===== config.mk =====
export PLATFORM = sky130hd
export DESIGN_NAME = vcr_config_bank
export DESIGN_NICKNAME = d
export VERILOG_FILES = /design/src/rtl/vcr_pkg.sv /design/src/rtl/vcr_reg_store.sv /design/src/rtl/vcr_term_decode.sv /design/src/rtl/vcr_config_bank.sv
export SDC_FILE = /design/constraint.sdc
export NUM_CORES = 1
export LEC_CHECK = 0
export ABC_AREA = 1
export BUFFER_PORTS_ARGS = -buffer_cell sky130_fd_sc_hd__buf_2
export CORE_MARGIN = 8
export CORE_UTILIZATION = 35
export CTS_CLUSTER_SIZE = 24
export DETAILED_ROUTE_END_ITERATION = 6
export PLACE_DENSITY_LB_ADDON = 0.3
export SYNTH_ARGS = -nofsm -noshare
export SYNTH_HDL_FRONTEND = slang
export SYNTH_SLANG_ARGS = --single-unit

===== constraint.sdc =====
create_clock -name sys_clk -period 2 [get_ports sys_clk]
set_input_delay 0.1 -clock sys_clk [delete_from_list [all_inputs] [get_ports sys_clk]]
set_output_delay 0.1 -clock sys_clk [all_outputs]
set_load 0.05 [all_outputs]

===== src/rtl/vcr_pkg.sv =====
/*
  Package for the amplifier-chain configuration bank: register addresses,
  field positions, reset values and field encodings.
  Assumes a 100 MHz sys_clk and a serial port that writes 24-bit frames.
*/
package vcr_pkg;
  localparam int unsigned ADDR_W  = 8;
  localparam int unsigned DATA_W  = 16;
  localparam int unsigned FRAME_W = 24;
  localparam int unsigned NUM_CH  = 8;

  localparam logic [7:0] ADDR_FILTER_AMP = 8'h33;
  localparam logic [7:0] ADDR_INPUT_TERM = 8'h34;
  localparam logic [7:0] ADDR_CH_POWER   = 8'h35;
  localparam logic [7:0] ADDR_CH_GAIN    = 8'h39;

  localparam logic [15:0] RST_FILTER_AMP = 16'h0000;
  localparam logic [15:0] RST_INPUT_TERM = 16'h0000;
  localparam logic [15:0] RST_CH_POWER   = 16'h0000;
  localparam logic [15:0] RST_CH_GAIN    = 16'h0000;

  // Writable bit masks; reserved bits hold zero
  localparam logic [15:0] MASK_FILTER_AMP = 16'h20fe;
  localparam logic [15:0] MASK_INPUT_TERM = 16'hf7ff;
  localparam logic [15:0] MASK_CH_POWER   = 16'hfcff;
  localparam logic [15:0] MASK_CH_GAIN    = 16'hffff;

  localparam int unsigned POS_CUTOFF      = 1;
  localparam int unsigned POS_AMP_LOOP    = 4;
  localparam int unsigned POS_CLAMP_LVL   = 5;
  localparam int unsigned POS_CLAMP_OFF   = 7;
  localparam int unsigned POS_AMP_GAIN    = 13;
  localparam int unsigned POS_TERM_RES    = 0;
  localparam int unsigned POS_TERM_INDIV  = 5;
  localparam int unsigned POS_TERM_PRESET = 6;
  localparam int unsigned POS_TERM_ON     = 8;
  localparam int unsigned POS_IN_CLAMP    = 9;
  localparam int unsigned POS_FRONT_LOOP  = 12;
  localparam int unsigned POS_FRONT_GAIN  = 13;
  localparam int unsigned POS_PER_CH_GAIN = 15;
  localparam int unsigned POS_SHUTDOWN    = 0;
  localparam int unsigned POS_LOW_POWER   = 10;
  localparam int unsigned POS_MID_POWER   = 11;

  localparam logic [2:0] CUT_15MHZ = 3'h0;
  localparam logic [2:0] CUT_20MHZ = 3'h2;
  localparam logic [2:0] CUT_30MHZ = 3'h3;
  localparam logic [2:0] CUT_10MHZ = 3'h4;

  localparam logic [1:0] GAIN_18DB = 2'h0;
  localparam logic [1:0] GAIN_24DB = 2'h1;
  localparam logic [1:0] GAIN_12DB = 2'h2;

  localparam logic [1:0] PRESET_50  = 2'h0;

  // Active termination decode result
  localparam logic [2:0] TERM_OFF    = 3'h0;
  localparam logic [2:0] TERM_HIGHZ  = 3'h1;
  localparam logic [2:0] TERM_INDIV  = 3'h2;
  localparam logic [2:0] TERM_PRESET = 3'h3;

  localparam logic [4:0] SHIFT_CNT_RST = 5'h00;

  typedef enum logic [2:0] {
    PM_LOW_NOISE = 3'b001,
    PM_LOW_POWER = 3'b010,
    PM_MID_POWER = 3'b100
  } vcr_power_t;
endpackage


===== src/rtl/vcr_reg_store.sv =====
/*
  Four-word configuration store with per-word write masks.
  Assumes write strobe and data from the same clock domain.
*/
`timescale 1ns/1ps
module vcr_reg_store
  import vcr_pkg::*;
(
  // Clock and reset
  input  wire logic        sys_clk,
  input  wire logic        reset_n,
  // Write side
  input  wire logic        wrEn,
  input  wire logic [1:0]  wrSel,
  input  wire logic [15:0] wrData,
  // Stored words
  output logic [15:0]      filterAmp,
  output logic [15:0]      inputTerm,
  output logic [15:0]      chPower,
  output logic [15:0]      chGain
);
  import vcr_pkg::*;

  typedef struct packed {
    logic [3:0][15:0] word;
  } vcr_store_t;

  localparam logic [3:0][15:0] MASKS = {MASK_CH_GAIN, MASK_CH_POWER, MASK_INPUT_TERM, MASK_FILTER_AMP};
  localparam logic [3:0][15:0] RSTS  = {RST_CH_GAIN, RST_CH_POWER, RST_INPUT_TERM, RST_FILTER_AMP};

  vcr_store_t stateQ;
  vcr_store_t stateD;

  always_comb begin
    stateD = stateQ;
    if (wrEn) begin
      stateD.word[wrSel] = wrData & MASKS[wrSel];
    end
  end

  always_ff @(posedge sys_clk) begin
    if (!reset_n) begin
      stateQ.word <= RSTS;
    end else begin
      stateQ <= stateD;
    end
  end

  assign filterAmp = stateQ.word[0];
  assign inputTerm = stateQ.word[1];
  assign chPower   = stateQ.word[2];
  assign chGain    = stateQ.word[3];
endmodule


===== src/rtl/vcr_term_decode.sv =====
/*
  Active termination and gain decode for one channel.
  Assumes configuration fields already registered.
*/
`timescale 1ns/1ps
module vcr_term_decode
  import vcr_pkg::*;
(
  // Configuration
  input  wire logic       termOn,
  input  wire logic       termIndiv,
  input  wire logic [1:0] presetSel,
  input  wire logic [1:0] commonGain,
  input  wire logic [1:0] channelGain,
  input  wire logic       perChannelOn,
  // Decoded
  output logic [1:0]      gainUsed,
  output logic [2:0]      termMode
);
  import vcr_pkg::*;

  always_comb begin
    gainUsed = perChannelOn ? channelGain : commonGain;
    if (!termOn) begin
      termMode = TERM_OFF;
    end else if (termIndiv) begin
      termMode = TERM_INDIV;
    end else if (presetSel == PRESET_50 && gainUsed == GAIN_12DB) begin
      termMode = TERM_HIGHZ;
    end else begin
      termMode = TERM_PRESET;
    end
  end
endmodule


===== src/rtl/vcr_config_bank.sv =====
/*
  Configuration bank for the eight-channel amplifier chain, written over
  a three-wire serial port (24-bit frame: 8-bit address, 16-bit data).
  Assumes serial pins are asynchronous and slower than sys_clk / 4.
*/
//
// Contract
// - Cutoff code selects filter corner frequency
// - Bit set turns amplifier offset loop off
// - Clamp threshold field sets clamp level
// - Bit set disables amplifier current clamp
// - Bit selects amplifier gain 24 or 30dB
// - Resistor field applies only when individual set
// - Individual bit enables resistor-level termination control
// - Preset field picks 50 to 400 ohm
// - Preset 00 at 12dB means high impedance
// - Master bit enables active termination
// - Input clamp field selects clamp level
// - Bit set turns front offset loop off
// - Front gain 18/24/12dB, code 11 forbidden
// - Per-channel bit selects individual gain fields
// - Shutdown mask bit n stops channel n+1
// - Low-power bit; keep middle-power bit clear
// - Middle-power bit; keep low-power bit clear
// - Channel gain word used when per-channel on
`timescale 1ns/1ps
module vcr_config_bank
  import vcr_pkg::*;
(
  // Clock and reset
  input  wire logic               sys_clk,
  input  wire logic               reset_n,
  // Serial control port
  input  wire logic               serClk,
  input  wire logic               serEnable_n,
  input  wire logic               serData,
  // Filter and amplifier stage
  output logic [2:0]              filter_cutoff_select,
  output logic                    amp_stage_offset_loop_off,
  output logic [1:0]              amp_clamp_threshold,
  output logic                    amp_clamp_off,
  output logic                    amp_stage_gain_select,
  // Front amplifier and termination
  output logic [4:0]              termResistorSel,
  output logic [1:0]              termination_preset_select,
  output logic [1:0]              input_clamp_select,
  output logic                    front_amp_offset_loop_off,
  output logic                    per_channel_gain_on,
  output logic [NUM_CH-1:0][1:0]  chGainUsed,
  output logic [NUM_CH-1:0][2:0]  chTermMode,
  // Power
  output logic [NUM_CH-1:0]       channel_shutdown_mask,
  output vcr_pkg::vcr_power_t     powerMode,
  output logic                    configError
);
  import vcr_pkg::*;

  typedef struct packed {
    logic [2:0]  clkSync;
    logic [1:0]  enSync;
    logic [1:0]  datSync;
    logic [23:0] shift;
    logic [4:0]  bitCnt;
    logic        wrEn;
    logic [1:0]  wrSel;
    logic [15:0] wrData;
  } vcr_state_t;

  vcr_state_t stateQ;
  vcr_state_t stateD;

  logic [15:0] filterAmp;
  logic [15:0] inputTerm;
  logic [15:0] chPower;
  logic [15:0] chGain;
  logic        serRise;
  logic        frameOpen;
  logic [7:0]  frameAddr;

  // Edge detect reads only the second and third sync stages
  assign serRise   = stateQ.clkSync[1] && !stateQ.clkSync[2];
  assign frameOpen = !stateQ.enSync[1];
  assign frameAddr = stateQ.shift[23:16];

  always_comb begin
    stateD         = stateQ;
    stateD.clkSync = {stateQ.clkSync[1:0], serClk};
    stateD.enSync  = {stateQ.enSync[0], serEnable_n};
    stateD.datSync = {stateQ.datSync[0], serData};
    stateD.wrEn    = 1'b0;
    if (!frameOpen) begin
      stateD.bitCnt = SHIFT_CNT_RST;
    end else if (serRise && stateQ.bitCnt < 5'(FRAME_W)) begin
      stateD.shift  = {stateQ.shift[22:0], stateQ.datSync[1]};
      stateD.bitCnt = stateQ.bitCnt + 5'h01;
    end
    // Commit at most one word per frame, after the last data bit
    if (frameOpen && serRise == 1'b0 && stateQ.bitCnt == 5'(FRAME_W)) begin
      stateD.bitCnt = stateQ.bitCnt + 5'h01;
      stateD.wrData = stateQ.shift[15:0];
      case (frameAddr)
        ADDR_FILTER_AMP: begin
          stateD.wrSel = 2'h0;
          stateD.wrEn  = 1'b1;
        end
        ADDR_INPUT_TERM: begin
          stateD.wrSel = 2'h1;
          stateD.wrEn  = 1'b1;
        end
        ADDR_CH_POWER: begin
          stateD.wrSel = 2'h2;
          stateD.wrEn  = 1'b1;
        end
        ADDR_CH_GAIN: begin
          stateD.wrSel = 2'h3;
          stateD.wrEn  = 1'b1;
        end
        default: begin
          stateD.wrEn = 1'b0;
        end
      endcase
    end
  end

  always_ff @(posedge sys_clk) begin
    if (!reset_n) begin
      stateQ <= '{clkSync: 3'h0, enSync: 2'h3, datSync: 2'h0, shift: 24'h000000,
                  bitCnt: SHIFT_CNT_RST, wrEn: 1'b0, wrSel: 2'h0, wrData: 16'h0000};
    end else begin
      stateQ <= stateD;
    end
  end

  vcr_reg_store u_store (
    .sys_clk   (sys_clk),
    .reset_n   (reset_n),
    .wrEn      (stateQ.wrEn),
    .wrSel     (stateQ.wrSel),
    .wrData    (stateQ.wrData),
    .filterAmp (filterAmp),
    .inputTerm (inputTerm),
    .chPower   (chPower),
    .chGain    (chGain)
  );

  // Field fan-out to the analog controls
  assign filter_cutoff_select      = filterAmp[POS_CUTOFF +: 3];
  assign amp_stage_offset_loop_off = filterAmp[POS_AMP_LOOP];
  assign amp_clamp_threshold       = filterAmp[POS_CLAMP_LVL +: 2];
  assign amp_clamp_off             = filterAmp[POS_CLAMP_OFF];
  assign amp_stage_gain_select     = filterAmp[POS_AMP_GAIN];
  assign termResistorSel           = inputTerm[POS_TERM_INDIV] ? inputTerm[POS_TERM_RES +: 5] : 5'h00;
  assign termination_preset_select = inputTerm[POS_TERM_PRESET +: 2];
  assign input_clamp_select        = inputTerm[POS_IN_CLAMP +: 2];
  assign front_amp_offset_loop_off = inputTerm[POS_FRONT_LOOP];
  assign per_channel_gain_on       = inputTerm[POS_PER_CH_GAIN];
  assign channel_shutdown_mask     = chPower[POS_SHUTDOWN +: NUM_CH];

  always_comb begin
    case ({chPower[POS_MID_POWER], chPower[POS_LOW_POWER]})
      2'b01:   powerMode = PM_LOW_POWER;
      2'b10:   powerMode = PM_MID_POWER;
      default: powerMode = PM_LOW_NOISE;
    endcase
  end

  // Flags software misuse: reserved gain code or both power modes set
  always_comb begin
    configError = (inputTerm[POS_FRONT_GAIN +: 2] == 2'h3)
                  || (chPower[POS_LOW_POWER] && chPower[POS_MID_POWER]);
  end

  genvar ch;
  generate
    for (ch = 0; ch < NUM_CH; ch++) begin : g_ch
      vcr_term_decode u_dec (
        .termOn       (inputTerm[POS_TERM_ON]),
        .termIndiv    (inputTerm[POS_TERM_INDIV]),
        .presetSel    (inputTerm[POS_TERM_PRESET +: 2]),
        .commonGain   (inputTerm[POS_FRONT_GAIN +: 2]),
        .channelGain  (chGain[2*ch +: 2]),
        .perChannelOn (inputTerm[POS_PER_CH_GAIN]),
        .gainUsed     (chGainUsed[ch]),
        .termMode     (chTermMode[ch])
      );
    end
  endgenerate
endmodule


==> out/qor.txt <==
Outcome = finished, final reports clean
Syn-to-layout area delta = 16.8%
Fin crit share = 93.7%
Reg clk slew, reported paths = 0.07 ns
GPL Wtd Cong = 0.765
Mapped Avg Cell Area = 7.60 sq um
Ys flop type = dfxtp_1
Setup_tns = 0 ns
Seq/Total Area, Yosys = 47.9%
Hold Fails Final Rpt = 0
Initial core utilization = 36.0%
Max Transition Viols Final = 0
Final setup fails = 0
WP data required = 1.90 ns
Flop and latch count out of synthesis = 104
RSZ-0062 raised after global routing = no
Gr usage total = 12.3%
First-pass GRT wire length = 16300 microns
Worst-margin pin slew = 0.589 ns
Gate Count Post-Synth = 572
Layout Skew = 0.00437 ns
# port buffers = 67
Non-filler instance count after layout = 783
Drt pass-1 iters = 4
# clock sinks = 104
Post-Route WL = 10000 microns
Vias = 3607
Placed insts = 764
Commonest non-fill, non-tap cell in the layout = dfxtp_1
Slew margin rel. = 60.7%
Fin nets = 620
DP Area = 0.00470 sq mm
Ports = 76
Layout cells sized above 1 = 18.5%
Power, Total = 4.13 mW
Critical Path End Type = output port
Pwr Density = 814 mW/mm^2
Peak VDD IR = 0.425 mV
Critical path type = reg2out
Synth Warn # = 0
Vias in the first global route = 3334
Area of the multi-input gates = 0.00174 sq mm
Clock latency on the worst-skew pair = 0.34 ns
Async SR Flop Fraction = 0%
Core Area = 0.0121 sq mm
Die H = 127 microns
Fmax = 0.533 GHz
Die X = 127 microns
Synth top area share = 47.9%
Starting DRT DRC Count = 228
TritonCTS Buffers = 9
Commonest non-fill, non-tap cells in the layout = 103 x dfxtp_1, 80 x nor2_1, 74 x o21ai_0
H-tree levels = 3
CP Launch Type = flip-flop
Residual DRC = 0
Critical path arrival = 1.77 ns
Initial antenna violation count = 0
EDFF count, synth = 0
Die area = 0.0162 sq mm
Fin crit period = 1.87 ns
Hold Crit Class = in2reg
Final Util = 42.1%
Ant. Diodes = 0
Post-synth cell types = 28
CTS Buffer Depth = 2
Vias per inst = 4.61
Grt ovf = 0
Maximum Capacitance Violations = 0
CTS tree = built
Wire per inst = 12.8 microns
ANT nets after route = 0
Cell Area, Synth = 0.00435 sq mm
FP Rows = 40
Design area = 0.00508 sq mm
Filler cell count = 1186
Top cells by area, synth = dfxtp_1 48%, a21oi_1 9.1%, o21ai_0 8.9%
LEAKAGE = 2.32 nW
Critical Path Fanout Max = 15
DP Wirelength = 7230 microns
Yosys top cell by area = dfxtp_1
Largest net degree at the start of global routing = 93
Register area = 0.00208 sq mm
Clock root cell = clkbuf_16
## layer usage
metal  GRT usage, %  vias up  wire length [microns]
met4           5.53        0                    155
met2           21.1       64                   4890
met5              0        -                      0
met1           14.3     1640                   4370
li1               -     1889                      -
met3           2.62       14                    623
## Yosys cell counts, types with 3 or more instances
library cell,instances
dfxtp_1,104
nor2_1,80
a21oi_1,79
o21ai_0,77
inv_1,72
nand2_1,42
buf_4,27
nand3_1,18
o21ai_1,16
clkbuf_1,15
buf_2,10
ha_1,5
o21ai_2,5
nand2_2,3
## where the power goes
| group | internal, mW | leakage [nW] | switching (mW) |
|---|---|---|---|
| clock network | 1.17 | 0.159 | 0.749 |
| registers | 2.08 | 0.840 | 0.00613 |
| logic | 0.0327 | 1.33 | 0.0954 |
## repair_timing
| action | 4_1_cts | 5_1_grt |
|---|---|---|
| setup endpoints to repair | 0 | 13 |
| hold buffers | 3 | 0 |
| buffers inserted | 0 | 0 |
| hold endpoints to repair | 3 | 0 |
| gates resized for setup | 0 | 9 |
## worst max-delay path, stage by stage (launching register included)
cell and delay [ns]:
dfxtp_2 0.43, inv_4 0.12, nand2_2 0.22, o21ai_2 0.11
nor2_1 0.24, a21oi_4 0.07, clkbuf_4 0.24
## flip-flops by register name, indices dropped and copies added (netlist names)
register	count
u_store.filterAmp	8
stateD	4
u_store.inputTerm	15
u_store.chPower	10
u_store.chGain	16
frameAddr	8
stateQ	43
## cells by family (layout without fill, tap and decap cells)
group                    after synthesis  in the layout  share of synthesized area (%)
AO/OA/AOI/OAI                        181            181                           21.5
buffers and inverters                129            165                           14.2
AND/OR/NAND/NOR                      151            151                           14.7
other                                  1              8                         0.0863
XOR/XNOR                               1              1                          0.202
flip-flops                           104            104                           47.9
adder cells (fa/ha/maj)                5              5                           1.44
## per-stage QoR
step | setup WS, ns | hold WS (ns)
2_1_floorplan | -0.0804 | 0.198
3_5_place_dp | 0.395 | 0.290
3_3_place_gp | 0.420 | 0.285
5_1_grt | 0.00624 | 0.264
4_1_cts | 0.0245 | 0.238
6_report | 0.125 | 0.248
## area by class of cell
type	count	share of cell area, %
clock buffer	12	5.05
clock inverter	4	1.50
inverter	75	5.64
multi-input combinational	346	34.3
sequential	104	41.0
tap	168	4.14
timing repair buffer	74	8.33
## path summary, 6_finish.rpt
path | to | from | slack (ns) | cells past startpoint
setup / recovery | chTermMode[19] | u_store.inputTerm[15] | 0.13 | 6
hold / removal | stateD[53] | reset_n | 0.25 | 4
setup reg to reg | stateQ[7] | stateQ[19] | 0.39 | 7
hold reg to reg | stateQ[51] | stateD[51] | 0.41 | 1
(Power assumes the default switching activity.)
